===== src/mtdw_defines.svh =====
// Purpose: Offsets, reset values, mode codes and timing figures of the modem timing bank
// Assumes: Register indices are word indices; byte address is four times the index
// Notes: Timing figures are in their own unit; cycle counts are derived here from MTDW_CLK_NS
`ifndef MTDW_DEFINES_SVH
`define MTDW_DEFINES_SVH

// ****************************************
// Register indices
// ****************************************
`define MTDW_IDX_CRT 8'h37
`define MTDW_IDX_CWT 8'h39
`define MTDW_IDX_ATD 8'h3a
`define MTDW_IDX_RPM 8'h3b
`define MTDW_IDX_CALLER_ID_SETTINGS 8'h3c
`define MTDW_IDX_RC 8'h62
`define MTDW_IDX_IST 8'h82
`define MTDW_IDX_LVS 8'hdb
`define MTDW_IDX_GAIN_SELECT_BITS 8'hdf
`define MTDW_IDX_CF1 8'he0
`define MTDW_IDX_GENERAL_PIN_CTRL_1 8'he1
`define MTDW_IDX_GENERAL_PIN_CTRL_2 8'he2
`define MTDW_IDX_GPD 8'he3
`define MTDW_IDX_CF5 8'he4
`define MTDW_IDX_WIN_LO 8'he5
`define MTDW_IDX_WIN_HI 8'he6
`define MTDW_IDX_MODE 8'he8

// ****************************************
// Reset values
// ****************************************
`define MTDW_RST_CRT 8'h20
`define MTDW_RST_CWT 8'h3c
`define MTDW_RST_ATD 8'h29
`define MTDW_RST_RPM 8'h03
`define MTDW_RST_CALLER_ID_SETTINGS 8'h01
`define MTDW_RST_RC 8'h41
`define MTDW_RST_IST 8'h08
`define MTDW_RST_GAIN_SELECT_BITS 8'h0c
`define MTDW_RST_CF1 8'h22
`define MTDW_RST_GENERAL_PIN_CTRL_1 8'h04
`define MTDW_RST_ZERO 8'h00

// ****************************************
// Window modes and limits
// ****************************************
`define MTDW_MODE_ADDR 8'h00
`define MTDW_MODE_DATA 8'h01
`define MTDW_MODE_CTRL 8'h02
`define MTDW_LV_MIN_V 8'h03
`define MTDW_RESP_OKAY 2'b00
`define MTDW_RESP_DECERR 2'b11

// ****************************************
// Timing
// ****************************************
`define MTDW_CLK_NS 25
`define MTDW_CR_STEP_NUM_NS 5000000
`define MTDW_CR_STEP_DEN 3
`define MTDW_CW_STEP_MS 1000
`define MTDW_AT_STEP_US 53330
`define MTDW_CR_STEP_CYC ((`MTDW_CR_STEP_NUM_NS + `MTDW_CR_STEP_DEN * `MTDW_CLK_NS - 1) / (`MTDW_CR_STEP_DEN * `MTDW_CLK_NS))
`define MTDW_CW_STEP_CYC ((`MTDW_CW_STEP_MS * 1000000) / `MTDW_CLK_NS)
`define MTDW_AT_STEP_CYC ((`MTDW_AT_STEP_US * 1000) / `MTDW_CLK_NS)

`endif


===== src/mtdw_pkg.sv =====
// Purpose: Types of the modem timing bank
// Assumes: Nothing beyond the defines header
// Notes: Window definition selected by the mode register
package mtdw_pkg;

  // ****************************************
  // Window definitions
  // ****************************************
  typedef enum logic [1:0] {
    MTDW_WIN_ADDR = 2'b00,
    MTDW_WIN_DATA = 2'b01,
    MTDW_WIN_CTRL = 2'b10,
    MTDW_WIN_NONE = 2'b11
  } mtdw_win_t;

endpackage


===== src/mtdw_regs.sv =====
// Purpose: Modem call timing register bank with DSP window, AXI4-Lite slave
// Assumes: Line inputs synchronous to clk; ce low freezes all state
// Notes: Byte address of a register is four times its index
//
// Chosen here: the AXI4-Lite interface to the registers.
`timescale 1ns/10ps
`include "mtdw_defines.svh"

module mtdw_regs #(
  parameter int AW = 12,
  parameter int CR_STEP_CYC = `MTDW_CR_STEP_CYC,
  parameter int CW_STEP_CYC = `MTDW_CW_STEP_CYC,
  parameter int AT_STEP_CYC = `MTDW_AT_STEP_CYC
) (
  input wire logic clk,
  input wire logic rst,
  input wire logic ce,
  input wire logic [AW-1:0] s_axi_awaddr,
  input wire logic s_axi_awvalid,
  output logic s_axi_awready,
  input wire logic [31:0] s_axi_wdata,
  input wire logic [3:0] s_axi_wstrb,
  input wire logic s_axi_wvalid,
  output logic s_axi_wready,
  output logic [1:0] s_axi_bresp,
  output logic s_axi_bvalid,
  input wire logic s_axi_bready,
  input wire logic [AW-1:0] s_axi_araddr,
  input wire logic s_axi_arvalid,
  output logic s_axi_arready,
  output logic [31:0] s_axi_rdata,
  output logic [1:0] s_axi_rresp,
  output logic s_axi_rvalid,
  input wire logic s_axi_rready,
  input wire logic carrier_in,
  input wire logic call_wait,
  input wire logic off_hook_answer,
  input wire logic ring_pulse,
  input wire logic ring_burst_end,
  input wire logic [7:0] line_voltage_raw,
  input wire logic [7:0] dsp_status,
  output logic carrier_valid,
  output logic call_abort,
  output logic answer_tone_start,
  output logic ring_accept,
  output logic [15:0] dsp_addr,
  output logic [13:0] dsp_data,
  output logic dsp_data_wr,
  output logic [7:0] dsp_control,
  output logic [7:0] dsp_control_2
);

  // ****************************************
  // Helpers
  // ****************************************
  function automatic logic step_tick(input logic [31:0] pre, input int lim);
    step_tick = (pre == 32'(lim - 1));
  endfunction

  function automatic logic [7:0] sat_inc(input logic [7:0] v);
    sat_inc = (v == 8'hff) ? v : v + 8'h01;
  endfunction

  function automatic mtdw_pkg::mtdw_win_t win_of(input logic [7:0] mode);
    case (mode)
      `MTDW_MODE_ADDR: win_of = mtdw_pkg::MTDW_WIN_ADDR;
      `MTDW_MODE_DATA: win_of = mtdw_pkg::MTDW_WIN_DATA;
      `MTDW_MODE_CTRL: win_of = mtdw_pkg::MTDW_WIN_CTRL;
      default: win_of = mtdw_pkg::MTDW_WIN_NONE;
    endcase
  endfunction

  function automatic logic [3:0] misc_slot(input logic [7:0] idx);
    case (idx)
      `MTDW_IDX_CALLER_ID_SETTINGS: misc_slot = 4'h0;
      `MTDW_IDX_RC: misc_slot = 4'h1;
      `MTDW_IDX_IST: misc_slot = 4'h2;
      `MTDW_IDX_GAIN_SELECT_BITS: misc_slot = 4'h3;
      `MTDW_IDX_CF1: misc_slot = 4'h4;
      `MTDW_IDX_GENERAL_PIN_CTRL_1: misc_slot = 4'h5;
      `MTDW_IDX_GENERAL_PIN_CTRL_2: misc_slot = 4'h6;
      `MTDW_IDX_GPD: misc_slot = 4'h7;
      `MTDW_IDX_CF5: misc_slot = 4'h8;
      default: misc_slot = 4'hf;
    endcase
  endfunction

  function automatic logic [7:0] misc_rst(input int slot);
    case (slot)
      0: misc_rst = `MTDW_RST_CALLER_ID_SETTINGS;
      1: misc_rst = `MTDW_RST_RC;
      2: misc_rst = `MTDW_RST_IST;
      3: misc_rst = `MTDW_RST_GAIN_SELECT_BITS;
      4: misc_rst = `MTDW_RST_CF1;
      5: misc_rst = `MTDW_RST_GENERAL_PIN_CTRL_1;
      default: misc_rst = `MTDW_RST_ZERO;
    endcase
  endfunction

  // ****************************************
  // Storage
  // ****************************************
  logic [7:0] carrier_return_time_r;
  logic [7:0] carrier_wait_timeout_r;
  logic [7:0] answer_tone_delay_r;
  logic [7:0] ring_pulse_minimum_r;
  logic [7:0] dsp_window_mode_r;
  logic [7:0] line_voltage_status_r;
  logic [7:0] misc_r [0:8];
  logic [AW-1:0] aw_addr_r;
  logic aw_got_r;
  logic w_got_r;
  logic [31:0] w_data_r;
  logic [3:0] w_strb_r;
  logic wr_fire;
  logic [7:0] wr_idx;
  logic wr_ok;
  logic ar_fire;
  logic [7:0] ar_idx;
  logic [31:0] rd_val;
  logic rd_ok;
  mtdw_pkg::mtdw_win_t win;
  logic [7:0] lv_mag;

  assign win = win_of(dsp_window_mode_r);
  assign wr_idx = aw_addr_r[9:2];
  assign wr_ok = (aw_addr_r[AW-1:10] == '0);
  assign wr_fire = aw_got_r && w_got_r && !s_axi_bvalid;
  assign ar_idx = s_axi_araddr[9:2];
  assign ar_fire = s_axi_arvalid && s_axi_arready;

  // ****************************************
  // AXI4-Lite write channels
  // ****************************************
  always_ff @(posedge clk)
  begin
    if (rst)
    begin
      aw_got_r <= 1'b0;
      w_got_r <= 1'b0;
      aw_addr_r <= '0;
      w_data_r <= 32'h0;
      w_strb_r <= 4'h0;
      s_axi_awready <= 1'b0;
      s_axi_wready <= 1'b0;
      s_axi_bvalid <= 1'b0;
      s_axi_bresp <= `MTDW_RESP_OKAY;
    end
    else if (ce)
    begin
      s_axi_awready <= !aw_got_r && !(s_axi_awvalid && s_axi_awready) && !s_axi_bvalid;
      s_axi_wready <= !w_got_r && !(s_axi_wvalid && s_axi_wready) && !s_axi_bvalid;
      if (s_axi_awvalid && s_axi_awready)
      begin
        aw_got_r <= 1'b1;
        aw_addr_r <= s_axi_awaddr;
      end
      if (s_axi_wvalid && s_axi_wready)
      begin
        w_got_r <= 1'b1;
        w_data_r <= s_axi_wdata;
        w_strb_r <= s_axi_wstrb;
      end
      if (wr_fire)
      begin
        aw_got_r <= 1'b0;
        w_got_r <= 1'b0;
        s_axi_bvalid <= 1'b1;
        s_axi_bresp <= (wr_ok && rd_ok_w(wr_idx)) ? `MTDW_RESP_OKAY : `MTDW_RESP_DECERR;
      end
      else if (s_axi_bvalid && s_axi_bready)
      begin
        s_axi_bvalid <= 1'b0;
      end
    end
  end

  function automatic logic rd_ok_w(input logic [7:0] idx);
    rd_ok_w = (misc_slot(idx) != 4'hf) || (idx == `MTDW_IDX_CRT) || (idx == `MTDW_IDX_CWT)
      || (idx == `MTDW_IDX_ATD) || (idx == `MTDW_IDX_RPM) || (idx == `MTDW_IDX_LVS)
      || (idx == `MTDW_IDX_WIN_LO) || (idx == `MTDW_IDX_WIN_HI) || (idx == `MTDW_IDX_MODE);
  endfunction

  // ****************************************
  // Register writes
  // ****************************************
  always_ff @(posedge clk)
  begin
    if (rst)
    begin
      carrier_return_time_r <= `MTDW_RST_CRT;
      carrier_wait_timeout_r <= `MTDW_RST_CWT;
      answer_tone_delay_r <= `MTDW_RST_ATD;
      ring_pulse_minimum_r <= `MTDW_RST_RPM;
      dsp_window_mode_r <= `MTDW_RST_ZERO;
      for (int i = 0; i < 9; i++)
      begin
        misc_r[i] <= misc_rst(i);
      end
    end
    else if (ce && wr_fire && wr_ok && w_strb_r[0])
    begin
      case (wr_idx)
        `MTDW_IDX_CRT: carrier_return_time_r <= w_data_r[7:0];
        `MTDW_IDX_CWT: carrier_wait_timeout_r <= w_data_r[7:0];
        `MTDW_IDX_ATD: answer_tone_delay_r <= w_data_r[7:0];
        `MTDW_IDX_RPM: ring_pulse_minimum_r <= w_data_r[7:0];
        `MTDW_IDX_MODE: dsp_window_mode_r <= w_data_r[7:0];
        default:
        begin
          if (misc_slot(wr_idx) != 4'hf)
          begin
            misc_r[misc_slot(wr_idx)] <= w_data_r[7:0];
          end
        end
      endcase
    end
  end

  // ****************************************
  // Window writes
  // ****************************************
  always_ff @(posedge clk)
  begin
    if (rst)
    begin
      dsp_addr <= 16'h0000;
      dsp_data <= 14'h0000;
      dsp_data_wr <= 1'b0;
      dsp_control <= `MTDW_RST_ZERO;
      dsp_control_2 <= `MTDW_RST_ZERO;
    end
    else if (ce)
    begin
      dsp_data_wr <= 1'b0;
      if (wr_fire && wr_ok && w_strb_r[0])
      begin
        case (win)
          mtdw_pkg::MTDW_WIN_ADDR:
          begin
            if (wr_idx == `MTDW_IDX_WIN_LO) dsp_addr[7:0] <= w_data_r[7:0];
            if (wr_idx == `MTDW_IDX_WIN_HI) dsp_addr[15:8] <= w_data_r[7:0];
          end
          mtdw_pkg::MTDW_WIN_DATA:
          begin
            if (wr_idx == `MTDW_IDX_WIN_LO) dsp_data[7:0] <= w_data_r[7:0];
            if (wr_idx == `MTDW_IDX_WIN_HI)
            begin
              dsp_data[13:8] <= w_data_r[5:0];
              dsp_data_wr <= 1'b1;
            end
          end
          mtdw_pkg::MTDW_WIN_CTRL:
          begin
            if (wr_idx == `MTDW_IDX_WIN_LO) dsp_control <= w_data_r[7:0];
            if (wr_idx == `MTDW_IDX_WIN_HI) dsp_control_2 <= w_data_r[7:0];
          end
          default:
          begin
            dsp_data_wr <= 1'b0;
          end
        endcase
      end
    end
  end

  a_win_addr_lo: assert property (@(posedge clk) disable iff (rst)
    (ce && wr_fire && wr_ok && w_strb_r[0] && wr_idx == `MTDW_IDX_WIN_LO
      && dsp_window_mode_r == `MTDW_MODE_ADDR) |=> dsp_addr[7:0] == $past(w_data_r[7:0]))
    else $error("window address low byte not stored");
  a_win_mode_sel: assert property (@(posedge clk) disable iff (rst)
    (ce && wr_fire && wr_idx == `MTDW_IDX_WIN_HI && dsp_window_mode_r != `MTDW_MODE_DATA)
      |=> $stable(dsp_data) && !dsp_data_wr)
    else $error("data latch moved outside data mode");

  // ****************************************
  // AXI4-Lite read channel
  // ****************************************
  always_comb
  begin
    rd_val = 32'h0;
    rd_ok = (s_axi_araddr[AW-1:10] == '0) && rd_ok_w(ar_idx);
    case (ar_idx)
      `MTDW_IDX_CRT: rd_val[7:0] = carrier_return_time_r;
      `MTDW_IDX_CWT: rd_val[7:0] = carrier_wait_timeout_r;
      `MTDW_IDX_ATD: rd_val[7:0] = answer_tone_delay_r;
      `MTDW_IDX_RPM: rd_val[7:0] = ring_pulse_minimum_r;
      `MTDW_IDX_LVS: rd_val[7:0] = line_voltage_status_r;
      `MTDW_IDX_MODE: rd_val[7:0] = dsp_window_mode_r;
      `MTDW_IDX_WIN_LO: rd_val[7:0] = (win == mtdw_pkg::MTDW_WIN_CTRL) ? dsp_status : 8'h00;
      `MTDW_IDX_WIN_HI: rd_val[7:0] = 8'h00;
      default:
      begin
        if (misc_slot(ar_idx) != 4'hf)
        begin
          rd_val[7:0] = misc_r[misc_slot(ar_idx)];
        end
      end
    endcase
    if (!rd_ok)
    begin
      rd_val = 32'h0;
    end
  end

  always_ff @(posedge clk)
  begin
    if (rst)
    begin
      s_axi_arready <= 1'b0;
      s_axi_rvalid <= 1'b0;
      s_axi_rdata <= 32'h0;
      s_axi_rresp <= `MTDW_RESP_OKAY;
    end
    else if (ce)
    begin
      s_axi_arready <= !s_axi_rvalid && !ar_fire;
      if (ar_fire)
      begin
        s_axi_rvalid <= 1'b1;
        s_axi_rdata <= rd_val;
        s_axi_rresp <= rd_ok ? `MTDW_RESP_OKAY : `MTDW_RESP_DECERR;
      end
      else if (s_axi_rvalid && s_axi_rready)
      begin
        s_axi_rvalid <= 1'b0;
      end
    end
  end

  a_status_read: assert property (@(posedge clk) disable iff (rst)
    (ce && ar_fire && s_axi_araddr[AW-1:10] == '0 && ar_idx == `MTDW_IDX_WIN_LO
      && dsp_window_mode_r == `MTDW_MODE_CTRL) |=> s_axi_rdata == {24'h0, $past(dsp_status)})
    else $error("status window read wrong");
  a_wo_read_zero: assert property (@(posedge clk) disable iff (rst)
    (ce && ar_fire && (ar_idx == `MTDW_IDX_WIN_HI || (ar_idx == `MTDW_IDX_WIN_LO
      && dsp_window_mode_r != `MTDW_MODE_CTRL))) |=> s_axi_rdata == 32'h0)
    else $error("write-only window read nonzero");

  // ****************************************
  // Line voltage status
  // ****************************************
  assign lv_mag = line_voltage_raw[7] ? (8'h00 - line_voltage_raw) : line_voltage_raw;

  always_ff @(posedge clk)
  begin
    if (rst)
    begin
      line_voltage_status_r <= `MTDW_RST_ZERO;
    end
    else if (ce)
    begin
      if (lv_mag < `MTDW_LV_MIN_V && !line_voltage_raw[7] || line_voltage_raw[7]
        && lv_mag < `MTDW_LV_MIN_V)
      begin
        line_voltage_status_r <= 8'h00;
      end
      else
      begin
        line_voltage_status_r <= line_voltage_raw;
      end
    end
  end

  a_lv_small: assert property (@(posedge clk) disable iff (rst)
    (ce && lv_mag < `MTDW_LV_MIN_V) |=> line_voltage_status_r == 8'h00)
    else $error("small line voltage not reported as zero");
  a_lv_pass: assert property (@(posedge clk) disable iff (rst)
    (ce && lv_mag >= `MTDW_LV_MIN_V) |=> line_voltage_status_r == $past(line_voltage_raw))
    else $error("line voltage not reported");

  // ****************************************
  // Carrier return qualification
  // ****************************************
  logic [31:0] cr_pre_r;
  logic [7:0] cr_steps_r;

  always_ff @(posedge clk)
  begin
    if (rst)
    begin
      cr_pre_r <= 32'h0;
      cr_steps_r <= 8'h00;
      carrier_valid <= 1'b0;
    end
    else if (ce)
    begin
      if (!carrier_in)
      begin
        cr_pre_r <= 32'h0;
        cr_steps_r <= 8'h00;
        carrier_valid <= 1'b0;
      end
      else if (!carrier_valid)
      begin
        if (cr_steps_r >= carrier_return_time_r)
        begin
          carrier_valid <= 1'b1;
        end
        else if (step_tick(cr_pre_r, CR_STEP_CYC))
        begin
          cr_pre_r <= 32'h0;
          cr_steps_r <= sat_inc(cr_steps_r);
        end
        else
        begin
          cr_pre_r <= cr_pre_r + 32'h1;
        end
      end
    end
  end

  a_carrier_early: assert property (@(posedge clk) disable iff (rst)
    (ce && !carrier_valid && cr_steps_r < carrier_return_time_r) |=> !carrier_valid)
    else $error("carrier accepted too early");
  a_carrier_drop: assert property (@(posedge clk) disable iff (rst)
    (ce && !carrier_in) |=> !carrier_valid && cr_steps_r == 8'h00)
    else $error("carrier loss not seen");

  // ****************************************
  // Carrier wait timeout
  // ****************************************
  logic [31:0] cw_pre_r;
  logic [7:0] cw_steps_r;
  logic cw_done_r;

  always_ff @(posedge clk)
  begin
    if (rst)
    begin
      cw_pre_r <= 32'h0;
      cw_steps_r <= 8'h00;
      cw_done_r <= 1'b0;
      call_abort <= 1'b0;
    end
    else if (ce)
    begin
      call_abort <= 1'b0;
      if (!call_wait || carrier_valid)
      begin
        cw_pre_r <= 32'h0;
        cw_steps_r <= 8'h00;
        cw_done_r <= 1'b0;
      end
      else if (!cw_done_r)
      begin
        if (cw_steps_r >= carrier_wait_timeout_r)
        begin
          call_abort <= 1'b1;
          cw_done_r <= 1'b1;
        end
        else if (step_tick(cw_pre_r, CW_STEP_CYC))
        begin
          cw_pre_r <= 32'h0;
          cw_steps_r <= sat_inc(cw_steps_r);
        end
        else
        begin
          cw_pre_r <= cw_pre_r + 32'h1;
        end
      end
    end
  end

  a_abort_due: assert property (@(posedge clk) disable iff (rst)
    (ce && call_wait && !carrier_valid && !cw_done_r
      && cw_steps_r >= carrier_wait_timeout_r) |=> call_abort ##1 (!call_abort || !ce))
    else $error("call abort missing or repeated");

  // ****************************************
  // Answer tone delay
  // ****************************************
  logic [31:0] at_pre_r;
  logic [7:0] at_steps_r;
  logic at_done_r;

  always_ff @(posedge clk)
  begin
    if (rst)
    begin
      at_pre_r <= 32'h0;
      at_steps_r <= 8'h00;
      at_done_r <= 1'b0;
      answer_tone_start <= 1'b0;
    end
    else if (ce)
    begin
      answer_tone_start <= 1'b0;
      if (!off_hook_answer)
      begin
        at_pre_r <= 32'h0;
        at_steps_r <= 8'h00;
        at_done_r <= 1'b0;
      end
      else if (!at_done_r)
      begin
        if (at_steps_r >= answer_tone_delay_r)
        begin
          answer_tone_start <= 1'b1;
          at_done_r <= 1'b1;
        end
        else if (step_tick(at_pre_r, AT_STEP_CYC))
        begin
          at_pre_r <= 32'h0;
          at_steps_r <= sat_inc(at_steps_r);
        end
        else
        begin
          at_pre_r <= at_pre_r + 32'h1;
        end
      end
    end
  end

  a_tone_early: assert property (@(posedge clk) disable iff (rst)
    (ce && at_steps_r < answer_tone_delay_r) |=> !answer_tone_start)
    else $error("answer tone started too early");

  // ****************************************
  // Ring burst qualification
  // ****************************************
  logic [7:0] ring_cnt_r;
  logic [7:0] ring_eff;

  assign ring_eff = ring_pulse ? sat_inc(ring_cnt_r) : ring_cnt_r;

  always_ff @(posedge clk)
  begin
    if (rst)
    begin
      ring_cnt_r <= 8'h00;
      ring_accept <= 1'b0;
    end
    else if (ce)
    begin
      ring_accept <= 1'b0;
      if (ring_burst_end)
      begin
        ring_accept <= (ring_eff >= ring_pulse_minimum_r);
        ring_cnt_r <= 8'h00;
      end
      else
      begin
        ring_cnt_r <= ring_eff;
      end
    end
  end

  a_ring_short: assert property (@(posedge clk) disable iff (rst)
    (ce && ring_burst_end && !ring_pulse && ring_cnt_r < ring_pulse_minimum_r) |=> !ring_accept)
    else $error("short ring burst accepted");
  a_ring_ok: assert property (@(posedge clk) disable iff (rst)
    (ce && ring_burst_end && ring_cnt_r >= ring_pulse_minimum_r) |=> ring_accept)
    else $error("ring burst not accepted");

endmodule


===== config.mk =====
export PLATFORM = sky130hd
export DESIGN_NAME = mtdw_regs
export DESIGN_NICKNAME = d
export VERILOG_FILES = /design/src/mtdw_pkg.sv /design/src/mtdw_regs.sv
export VERILOG_INCLUDE_DIRS = /design/src
export SDC_FILE = /design/constraint.sdc
export NUM_CORES = 1
export LEC_CHECK = 0
export ABC_AREA = 1
export BUFFER_PORTS_ARGS = -buffer_cell sky130_fd_sc_hd__buf_4
export CAP_MARGIN = 10
export CORE_ASPECT_RATIO = 1.1
export CORE_MARGIN = 8
export CORE_UTILIZATION = 54
export CTS_CLUSTER_DIAMETER = 200
export DETAILED_ROUTE_END_ITERATION = 8
export HOLD_SLACK_MARGIN = 0.02
export MAX_ROUTING_LAYER = met4
export PLACE_DENSITY = 0.77
export SLEW_MARGIN = 20
export SYNTH_ARGS = -nofsm -noshare
export SYNTH_HDL_FRONTEND = slang
export SYNTH_SLANG_ARGS = --single-unit

===== constraint.sdc =====
create_clock -name clk -period 2.3 [get_ports clk]
set_clock_uncertainty 0.05 [all_clocks]
set_input_delay 0.23 -clock clk [delete_from_list [all_inputs] [get_ports clk]]
set_output_delay 0.23 -clock clk [all_outputs]
set_load 0.02 [all_outputs]

==> results of run 1 <==
-- synthesized netlist by cell type, types with 8 or more instances --
| cell type | number |
|---|---|
| ha_1 | 41 |
| nand4_1 | 50 |
| buf_1 | 9 |
| dfxtp_1 | 265 |
| nor3b_1 | 8 |
| o21ai_1 | 11 |
| inv_2 | 15 |
| o22ai_1 | 9 |
| nor2_1 | 271 |
| nor2_2 | 13 |
| nor4_1 | 31 |
| nand2_1 | 471 |
| o211ai_1 | 12 |
| o21a_1 | 9 |
| nand3_1 | 143 |
| buf_4 | 29 |
| nand2_2 | 11 |
| inv_1 | 247 |
| buf_2 | 27 |
| edfxtp_1 | 128 |
| clkinv_1 | 8 |
| nor3_1 | 91 |
| a21oi_1 | 228 |
| clkbuf_1 | 41 |
| a31oi_1 | 8 |
| xor2_1 | 38 |
| o21ai_0 | 171 |
| a211oi_1 | 12 |
-- kinds of logic after synthesis --
logic type      Yosys count  share of synthesized area, %
compound gates          481                          13.4
xor+xnor                 44                          1.99
fa+ha+maj                41                          2.65
buf+inv                 381                          8.30
flops                   393                          47.3
other cells               1                        0.0194
simple gates           1132                          26.3
-- layout make-up --
cell class	count	area [um2]
Fill cell	2671	10200
Multi-Input combinational cell	1778	9710
Sequential cell	393	9190
Timing Repair Buffer	365	3060
Clock buffer	58	1210
Inverter	271	1040
Tap cell	481	602
Clock inverter	17	195
Antenna cell	1	2.50
-- worst max-delay path by stage --
| stage | from | endpoint | slack (ns) | depth (start not counted) |
|---|---|---|---|---|
| 3_5_place_dp | carrier_wait_timeout_r[1] | cw_pre_r[11] | -0.17 | 13 |
| 6_report | ring_cnt_r[0] | ring_accept | -0.22 | 15 |
| 5_1_grt | ring_cnt_r[0] | ring_accept | -0.34 | 15 |
| 2_1_floorplan | ring_cnt_r[0] | ring_accept | 0.005 | 16 |
| 4_1_cts | ring_cnt_r[0] | ring_accept | -0.07 | 16 |
| 3_3_place_gp | carrier_wait_timeout_r[6] | cw_pre_r[6] | -0.11 | 13 |
-- registers in the layout (all words and copies together), names as in the netlist, 10 cells and up --
register,flops
dsp_data,14
cr_pre_r,32
dsp_addr,16
aw_addr_r,10
cw_pre_r,32
misc_r,128
at_pre_r,32
-- metal layers --
| layer | routed length (um) | vias to the layer above |
|---|---|---|
| li1 | - | 8988 |
| met1 | 22800 | 8723 |
| met2 | 29400 | 720 |
| met3 | 3920 | 167 |
| met4 | 2540 | 0 |
| met5 | 0 | - |
-- where the power goes --
part	total (mW)	switching (mW)	internal, mW
Sequential	7.38	0.0710	7.31
Combinational	1.22	0.760	0.460
Clock	6.91	2.87	4.04
-- placed cells by master (no fill, tap or decap), drive strengths merged, types with 6 or more instances in the layout --
| cell | n |
|---|---|
| dfxtp | 265 |
| xnor2 | 6 |
| xor2 | 38 |
| buf | 326 |
| a21oi | 228 |
| nor4 | 33 |
| a31oi | 8 |
| o21a | 9 |
| o22ai | 9 |
| o21ai | 182 |
| inv | 264 |
| clkbuf | 61 |
| nand4 | 53 |
| o211ai | 12 |
| nand3 | 149 |
| edfxtp | 128 |
| nor3b | 8 |
| conb | 80 |
| clkinv | 17 |
| nand2 | 484 |
| dlygate4sd3 | 36 |
| a211oi | 12 |
| nor2 | 291 |
| nor3 | 98 |
| ha | 41 |
-- critical path, stage by stage, from the launching register on --
cell and delay [ns]:
dfxtp_2 0.35, ha_4 0.15, nand2_4 0.06, nor3b_4 0.24, nand2_2 0.13, o21ai_4 0.24, buf_6 0.15, nor3_2 0.04
xor2_1 0.15, ha_1 0.29, nand2_1 0.06, nor2_2 0.12, nand4_1 0.11, o2111ai_2 0.10, nand3_1 0.09, a21oi_1 0.12
-- per-stage QoR --
step	worst slack (ns)	hold WS (ns)	total power, mW	area, um2	utilization, %
finish	-0.216	0.0906	15.5	25000	71.0
floorplan	0.00501	0.271	8.11	19700	-
global placement	-0.107	0.385	8.49	22000	62.5
detailed placement	-0.169	0.388	8.52	22000	62.5
global route	-0.341	0.108	16.0	25000	71.0
CTS	-0.0730	0.0713	15.4	24000	68.2
-- timing repair --
item                                   in CTS  in global routing
hold buffers                               36                  0
buffers inserted                           10                 20
pin swaps                                   8                 46
setup endpoints to repair                 117                254
resized for setup                          46                208
gates cloned                                0                  3
endpoints found under the hold margin      43                  0
==> metrics.yaml, run 1 <==
run_status:
  outcome: "finished, violations left"
  violations: "negative setup slack"
detailed_routing:
  num_vias: 18600
  wl_um: 58600
  first_pass_iters: 6
  ant_nets: 0
  drtIter0Drc: 1588
  post-route-drc-count: 0
  via_per_inst: 5.53
  wl_per_cell_um: 17.4
logic_synthesis:
  async_flop_share_pct: 0
  synth_edf_count: 128
  synthFlopType: "dfxtp_1"
  netlist_area_um2: 19300
  synth_area_leader_cell: "dfxtp_1"
  ys_ff_latch: 393
  synthCells: 2473
  synth_top_area_share_pct: 27.4
  synth.distinct_cells: 57
  seq_area_frac_synth_pct: 47.3
  synth.area.top_cells: "dfxtp_1 27%, edfxtp_1 20%, nand2_1 9.1%, a21oi_1 5.9%, nor2_1 5.3%"
  ys_warn_count: 0
  avgSynthCellArea_um2: 7.82
place:
  dp_hpwl_um: 39900
  gp_congestion: 0.973
  io_buffer_count: 125
  dp.cells: 3219
timing:
  max_freq_ghz: 0.397
  fin_setup_tns_ns: -0.567
  drv_slew: 0
  hold_violations: 0
  period_share_pct: 109
  rsz0062_at_grt: "yes"
  max_slew_margin_pct: 52.8
  setup_slack_ns: -0.216
  min_period_ns: 2.52
  setup-violations-final: 9
  worst_pin_slew_ns: 0.706
min_path:
  min_from: "s_axi_araddr[11]"
  hp-class: "in2reg"
  holdPathStages: 5
  min_to: "s_axi_rresp[0]"
grt:
  grt_use_met2_pct: 45.4
  track_usage_pct: 26.6
  grt_busiest_layer: "met2"
  grt_use_met3_pct: 3.31
  gr-usage-met1_pct: 31.1
  antenna_found_initial: 1
  overflow: 0
  grt_pass1_vias: 17700
  grt_pass1_wl_um: 89300
  grt_max_degree: 82
layout:
  fin_nets: 2980
  layout-drive-gt1-share_pct: 22.5
  stdcell_count: 3364
  area_delta_synth_final_pct: 29.3
clocking:
  htree_num_levels: 2
  cts.clk_slew.worst_paths_ns: 0.06
  cts_tree: "yes"
  cts_sinks: 393
  clockBufferDepth: 3
  cts_buffers: 41
  insertion_delay_ns: 0.56
  cts_root_buf: "clkbuf_16"
floorplan:
  dieWidth_um: 196
  core-area_um2: 35200
  start_util_pct: 54.9
  die_y_um: 214
  ios: 181
  die-area_um2: 42100
  rows: 72
power_and_ir_drop:
  power.density_nw_per_um2: 620
  p_leak_nw: 10.1
  ir_worst_vdd_mv: 0.546
setup_path:
  worstSetupPathType: "reg2reg"
  r2r_start: "ring_cnt_r[0]"
  endpoint_kind: "register"
  r2r-end: "ring_accept"
  crit_required_ns: 2.74
  crit_arrival_ns: 2.95
  path_max_fanout: 4
  reg2regPathDepth: 15
  worst_setup_path_start_kind: "register"
  r2r_slack_ns: -0.22
flow_run:
  maxCapViolCount: 0
No activity file was read; power rests on OpenSTA's default activity.
==> run 2, diff against run 1 <==
CORE_UTILIZATION = 46   (was 54)
PLACE_DENSITY = default   (was 0.77)
clock period = 2.4 ns   (was 2.3 ns; I/O delays follow)
==> run 2 against run 1 <==
  * The flow now finishes without violations
  * Critical path depth increased by 1
  * Final cell count increased by 1.5%
  * Clock power about the same
  * Worst setup slack improved by 0.24 ns
  * Global-route usage decreased by 3.3 points
  * Sequential cell count unchanged
  * Register-to-register slack improved by 0.24 ns
  * Highest routed layer unchanged
==> metrics.yaml, run 2 (same netlist as run 1, synthesis figures left out) <==
detailed_routing:
  wl_per_cell_um: 16.9
  first_pass_iters: 5
  ant_nets: 0
  drtIter0Drc: 1095
  wl_um: 57700
  post-route-drc-count: 0
  num_vias: 18000
  via_per_inst: 5.27
setup_path:
  crit_required_ns: 2.85
  path_max_fanout: 2
  crit_arrival_ns: 2.83
  worst_setup_path_start_kind: "register"
  worstSetupPathType: "reg2reg"
  endpoint_kind: "register"
power_and_ir_drop:
  seqPwrFrac_pct: 46.8
  power.density_nw_per_um2: 615
  p_int_mw: 11.5
  p_sw_mw: 3.58
  clkPwrFrac_pct: 45.6
  finalPower_mw: 15.1
  comb_power_share_pct: 7.6
  ir_worst_vdd_mv: 0.572
  swShare_pct: 23.7
  p_leak_nw: 9.86
grt:
  antenna_found_initial: 1
  grt_pass1_vias: 16800
  overflow: 0
  grt_pass1_wl_um: 89400
  grt_max_degree: 76
  track_usage_pct: 23.3
layout:
  layout_common_cells: "450 x nand2_1, 279 x buf_4, 256 x nor2_1, 249 x dfxtp_1, 233 x inv_1"
  final_core_util_pct: 59.4
  layout-drive-gt1-share_pct: 19.5
  largest_reg_flops: 128
  area_delta_synth_final_pct: 27.1
  final_common_cell: "nand2_1"
  fin_nets: 2950
  regMostFlops: "misc_r"
floorplan:
  rows: 78
  die_y_um: 231
  ios: 181
  dieWidth_um: 211
  core-area_um2: 41400
  die-area_um2: 48900
  start_util_pct: 46.7
min_path:
  hp-class: "in2reg"
place:
  gp_congestion: 0.953
  io_buffer_count: 125
  dp_hpwl_um: 40900
  dp_slack_ns: -0.165
timing:
  max_freq_ghz: 0.421
  fin_setup_tns_ns: 0
  worst_pin_slew_ns: 0.730
  setup_slack_ns: 0.0250
  finalHoldWorstSlack_ns: 0.133
  max_slew_margin_pct: 50.9
  rsz0062_at_grt: "yes"
  hold_violations: 0
  min_period_ns: 2.38
  drv_slew: 0
  setup-violations-final: 0
  period_share_pct: 99.0
run_status:
  outcome: "finished clean"
clocking:
  cts.clk_slew.worst_paths_ns: 0.06
  cts_root_buf: "clkbuf_16"
  insertion_delay_ns: 0.57
  clockBufferDepth: 3
  htree_num_levels: 2
  cts_sinks: 393
  cts_buffers: 43
  cts_tree: "yes"
flow_run:
  maxCapViolCount: 0
run 2: changes by cell type in the layout (fill, tap and decap cells not counted), sizes merged:
cell	before	now
buf	326	294
clkinv	17	23
clkbuf	61	56
bufinv	3	6
clkinvlp	4	7
inv	264	261
diode	1	2
run 2: timing repair:
item | in CTS | in global routing
setup buffers | 3 | 26
endpoints found under the hold margin | 46 | 0
hold buffers | 36 | 0
pin swaps | 2 | 23
gates resized for setup | 13 | 136
endpoints found under the setup margin | 32 | 241
gates cloned | 0 | 3
run 2: layout make-up:
class,instances,area (um2)
diodes,2,5.00
well taps,560,701
repair buffers,333,2800
fillers,3826,16800
inverters,271,1040
clock inverters,26,309
multi-input cells,1778,9400
flip-flops and latches,393,9170
clock buffers,53,1150
run 2: power by group through the flow:
stage	registers, mW	logic [mW]	clock network, mW
after CTS	7.07	1.02	7.06
final	7.07	1.15	6.90
after floorplan	7.21	0.558	0
after global placement	7.21	0.947	0
after detailed placement	7.21	0.963	0
after global routing	7.08	1.25	7.31
run 2: per-layer routing:
layer / global-route usage (%) / vias to the layer above / part of all wire [%]
met1: 28.3 / 8505 / 42
met4: 7.56 / 0 / 2.8
met3: 3.93 / 113 / 5.6
met2: 39.0 / 459 / 50
li1: - / 8930 / -
met5: - / - / 0
run 2: path summary, 6_finish.rpt:
check                         from        endpoint  slack, ns  cells past startpoint
hold reg to reg        dsp_addr[5]     dsp_addr[5]       0.40                      2
setup reg to reg     ring_cnt_r[0]     ring_accept       0.02                     16
setup / recovery     ring_cnt_r[0]     ring_accept       0.02                     16
hold / removal    s_axi_araddr[10]  s_axi_rresp[0]       0.13                      5
run 2: metrics by stage:
stage | std cells | area [um2]
after floorplan | 2552 | 19600
final | 3416 | 24600
after global routing | 3415 | 24600
after detailed placement | 3267 | 21900
after global placement | 3267 | 21900
after CTS | 3385 | 23700
run 2: worst max-delay path: stages (launching register included):
cell	delay (ns)
dfxtp_2	0.35
ha_4	0.14
nand2_2	0.06
nor3b_2	0.22
nand2_2	0.10
buf_4	0.14
buf_4	0.12
buf_4	0.12
nand3_1	0.06
o21a_2	0.20
ha_4	0.15
nand2_2	0.07
nor2_4	0.11
nand4_1	0.08
o2111ai_1	0.10
nand3_1	0.09
a21oi_1	0.13
==> run 3, diff against run 2 <==
CORE_UTILIZATION = 40   (was 46)
==> run 3 against run 2 <==
  * Hold slack got worse by 0.11 ns
  * Non-clock buffer count fell by 16
  * Register-to-register slack got worse by 0.02 ns
  * Clock power fell by 2%
  * Largest cell class unchanged
==> metrics.yaml, run 3 (same netlist as run 1, synthesis figures left out) <==
power_and_ir_drop:
  ir_worst_vdd_mv: 0.478
  finalPower_mw: 15.0
  comb_power_share_pct: 7.4
  clkPwrFrac_pct: 45.3
  seqPwrFrac_pct: 47.3
  power.density_nw_per_um2: 609
  p_leak_nw: 9.84
  p_sw_mw: 3.63
  p_int_mw: 11.3
  swShare_pct: 24.2
clocking:
  clockBufferDepth: 3
  cts.clk_slew.worst_paths_ns: 0.06
  htree_num_levels: 2
  cts_root_buf: "clkbuf_16"
  cts_tree: "yes"
  insertion_delay_ns: 0.60
  cts_buffers: 44
  cts_sinks: 393
floorplan:
  start_util_pct: 40.4
  die_y_um: 247
  core-area_um2: 47800
  dieWidth_um: 226
  ios: 181
  rows: 84
  die-area_um2: 55600
timing:
  setup-violations-final: 0
  max_slew_margin_pct: 52.4
  period_share_pct: 99.8
  setup_slack_ns: 0.00444
  rsz0062_at_grt: "yes"
  drv_slew: 0
  hold_violations: 0
  min_period_ns: 2.40
  worst_pin_slew_ns: 0.707
  max_freq_ghz: 0.417
flow_run:
  maxCapViolCount: 0
min_path:
  holdPathStages: 3
  min_from: "line_voltage_raw[2]"
  min_to: "line_voltage_status_r[2]"
  hp-class: "in2reg"
place:
  dp_hpwl_um: 41500
  gp_congestion: 0.919
  io_buffer_count: 125
  dp_slack_ns: -0.184
layout:
  area_delta_synth_final_pct: 27.1
  largest_reg_flops: 128
  layout_common_cells: "449 x nand2_1, 264 x buf_4, 251 x nor2_1, 243 x dfxtp_1, 231 x inv_1"
  final_common_cell: "nand2_1"
  layout-drive-gt1-share_pct: 19.5
  fillers: 4604
  multi_input_area_um2: 9440
  regArea_um2: 9180
  fin_nets: 2935
  regMostFlops: "misc_r"
detailed_routing:
  drtIter0Drc: 1178
  via_per_inst: 5.13
  num_vias: 17900
  post-route-drc-count: 0
  first_pass_iters: 5
  wl_um: 58300
  wl_per_cell_um: 16.7
  ant_nets: 0
setup_path:
  crit_required_ns: 2.79
  cp_common_cell: "buf_4"
  path_max_fanout: 2
  crit_arrival_ns: 2.78
  crit_buf_inv: 3
  worstSetupPathType: "reg2reg"
  worst_setup_path_start_kind: "register"
  path_delay_family: "compound AO/OA/AOI/OAI gates"
  cp_cell_sequence: "ha_4 > nand2_4 > nor3b_4 > nand2_2 > buf_4 > buf_4 > buf_4 > nand3_1 > o21a_1 > ha_1 > a21oi_1 > o2111ai_2 > nand3_1 > a21oi_2"
  reg2regPathDepth: 14
  r2r-end: "ring_accept"
  slowest_delay_ns: 0.35
  r2r_slack_ns: 0.004
  slowest_stage: "dfxtp_2"
  r2r_start: "ring_cnt_r[0]"
  endpoint_kind: "register"
grt:
  track_usage_pct: 21.0
  grt_pass1_wl_um: 91200
  grt_max_degree: 87
  overflow: 0
  antenna_found_initial: 2
  grt_pass1_vias: 17400
run_status:
  outcome: "finished clean"
run 3: cell count changes in the layout (fill, tap and decap cells not counted), sizes merged:
cell,delta
bufinv,-3
dlygate4sd3,-2
inv,-3
clkbuf,+8
buf,-14
clkinv,-2
run 3: how the worst max path moves through the flow:
stage,startpoint,end,slack [ns],cells after the start
detailed placement,ring_cnt_r[0],ring_accept,-0.18,15
CTS,ring_cnt_r[1],ring_accept,-0.07,15
global route,ring_cnt_r[0],ring_accept,-0.17,16
floorplan,ring_cnt_r[0],ring_accept,0.04,16
finish,ring_cnt_r[0],ring_accept,0.004,14
global placement,ring_cnt_r[0],ring_accept,-0.11,16
run 3: power by group through the flow:
stage / registers [mW] / logic (mW) / clock network (mW)
6_report: 7.07 / 1.11 / 6.78
5_1_grt: 7.08 / 1.22 / 7.18
4_1_cts: 7.07 / 1.04 / 6.93
3_5_place_dp: 7.21 / 0.958 / 0
3_3_place_gp: 7.20 / 0.943 / 0
2_1_floorplan: 7.21 / 0.558 / 0
run 3: routing by layer:
metal / global-route usage [%] / up-vias / part of all wire, %
met2: 36.1 / 505 / 50
met1: 24.3 / 8341 / 40
li1: - / 8903 / -
met5: - / - / 0
met4: 7.04 / 0 / 3.2
met3: 4.07 / 131 / 6.6
run 3: what timing repair did:
| item | 4_1_cts | 5_1_grt |
|---|---|---|
| cloned | 0 | 4 |
| gates resized for setup | 23 | 145 |
| setup endpoints to repair | 32 | 213 |
| pin swaps | 13 | 26 |
| setup buffers | 11 | 10 |
| hold endpoints to repair | 43 | 0 |
| hold buffers | 34 | 0 |
run 3: area by class of cell:
class	instances	share of cell area (%)
antenna	2	0.0204
clock inverter	18	0.921
timing repair buffer	317	10.8
clock buffer	61	4.98
tap	645	3.28
inverter	271	4.22
multi-input combinational	1778	38.4
sequential	393	37.3
run 3: worst reg2reg max path: cells and delay by family, from the launching register on:
family                     cells  cell delay, ns
and+or+nand+nor                5            0.52
AOI/OAI and AO/OA              4            0.56
buffers and inverters          3            0.38
DFF                            1            0.35
adders and majority gates      2            0.40
run 3: through the flow:
step	hold WS (ns)	setup TNS, ns	instance area [um2]	utilization, %	instances
after global routing	0.0430	-4.95	24600	51.4	3485
after global placement	0.385	-0.185	21900	45.8	3345
after detailed placement	0.393	-0.998	21900	45.8	3345
after CTS	0.0207	-0.0703	23900	50.0	3469
after floorplan	0.281	0	19600	-	2552
final	0.0256	0	24600	51.4	3485
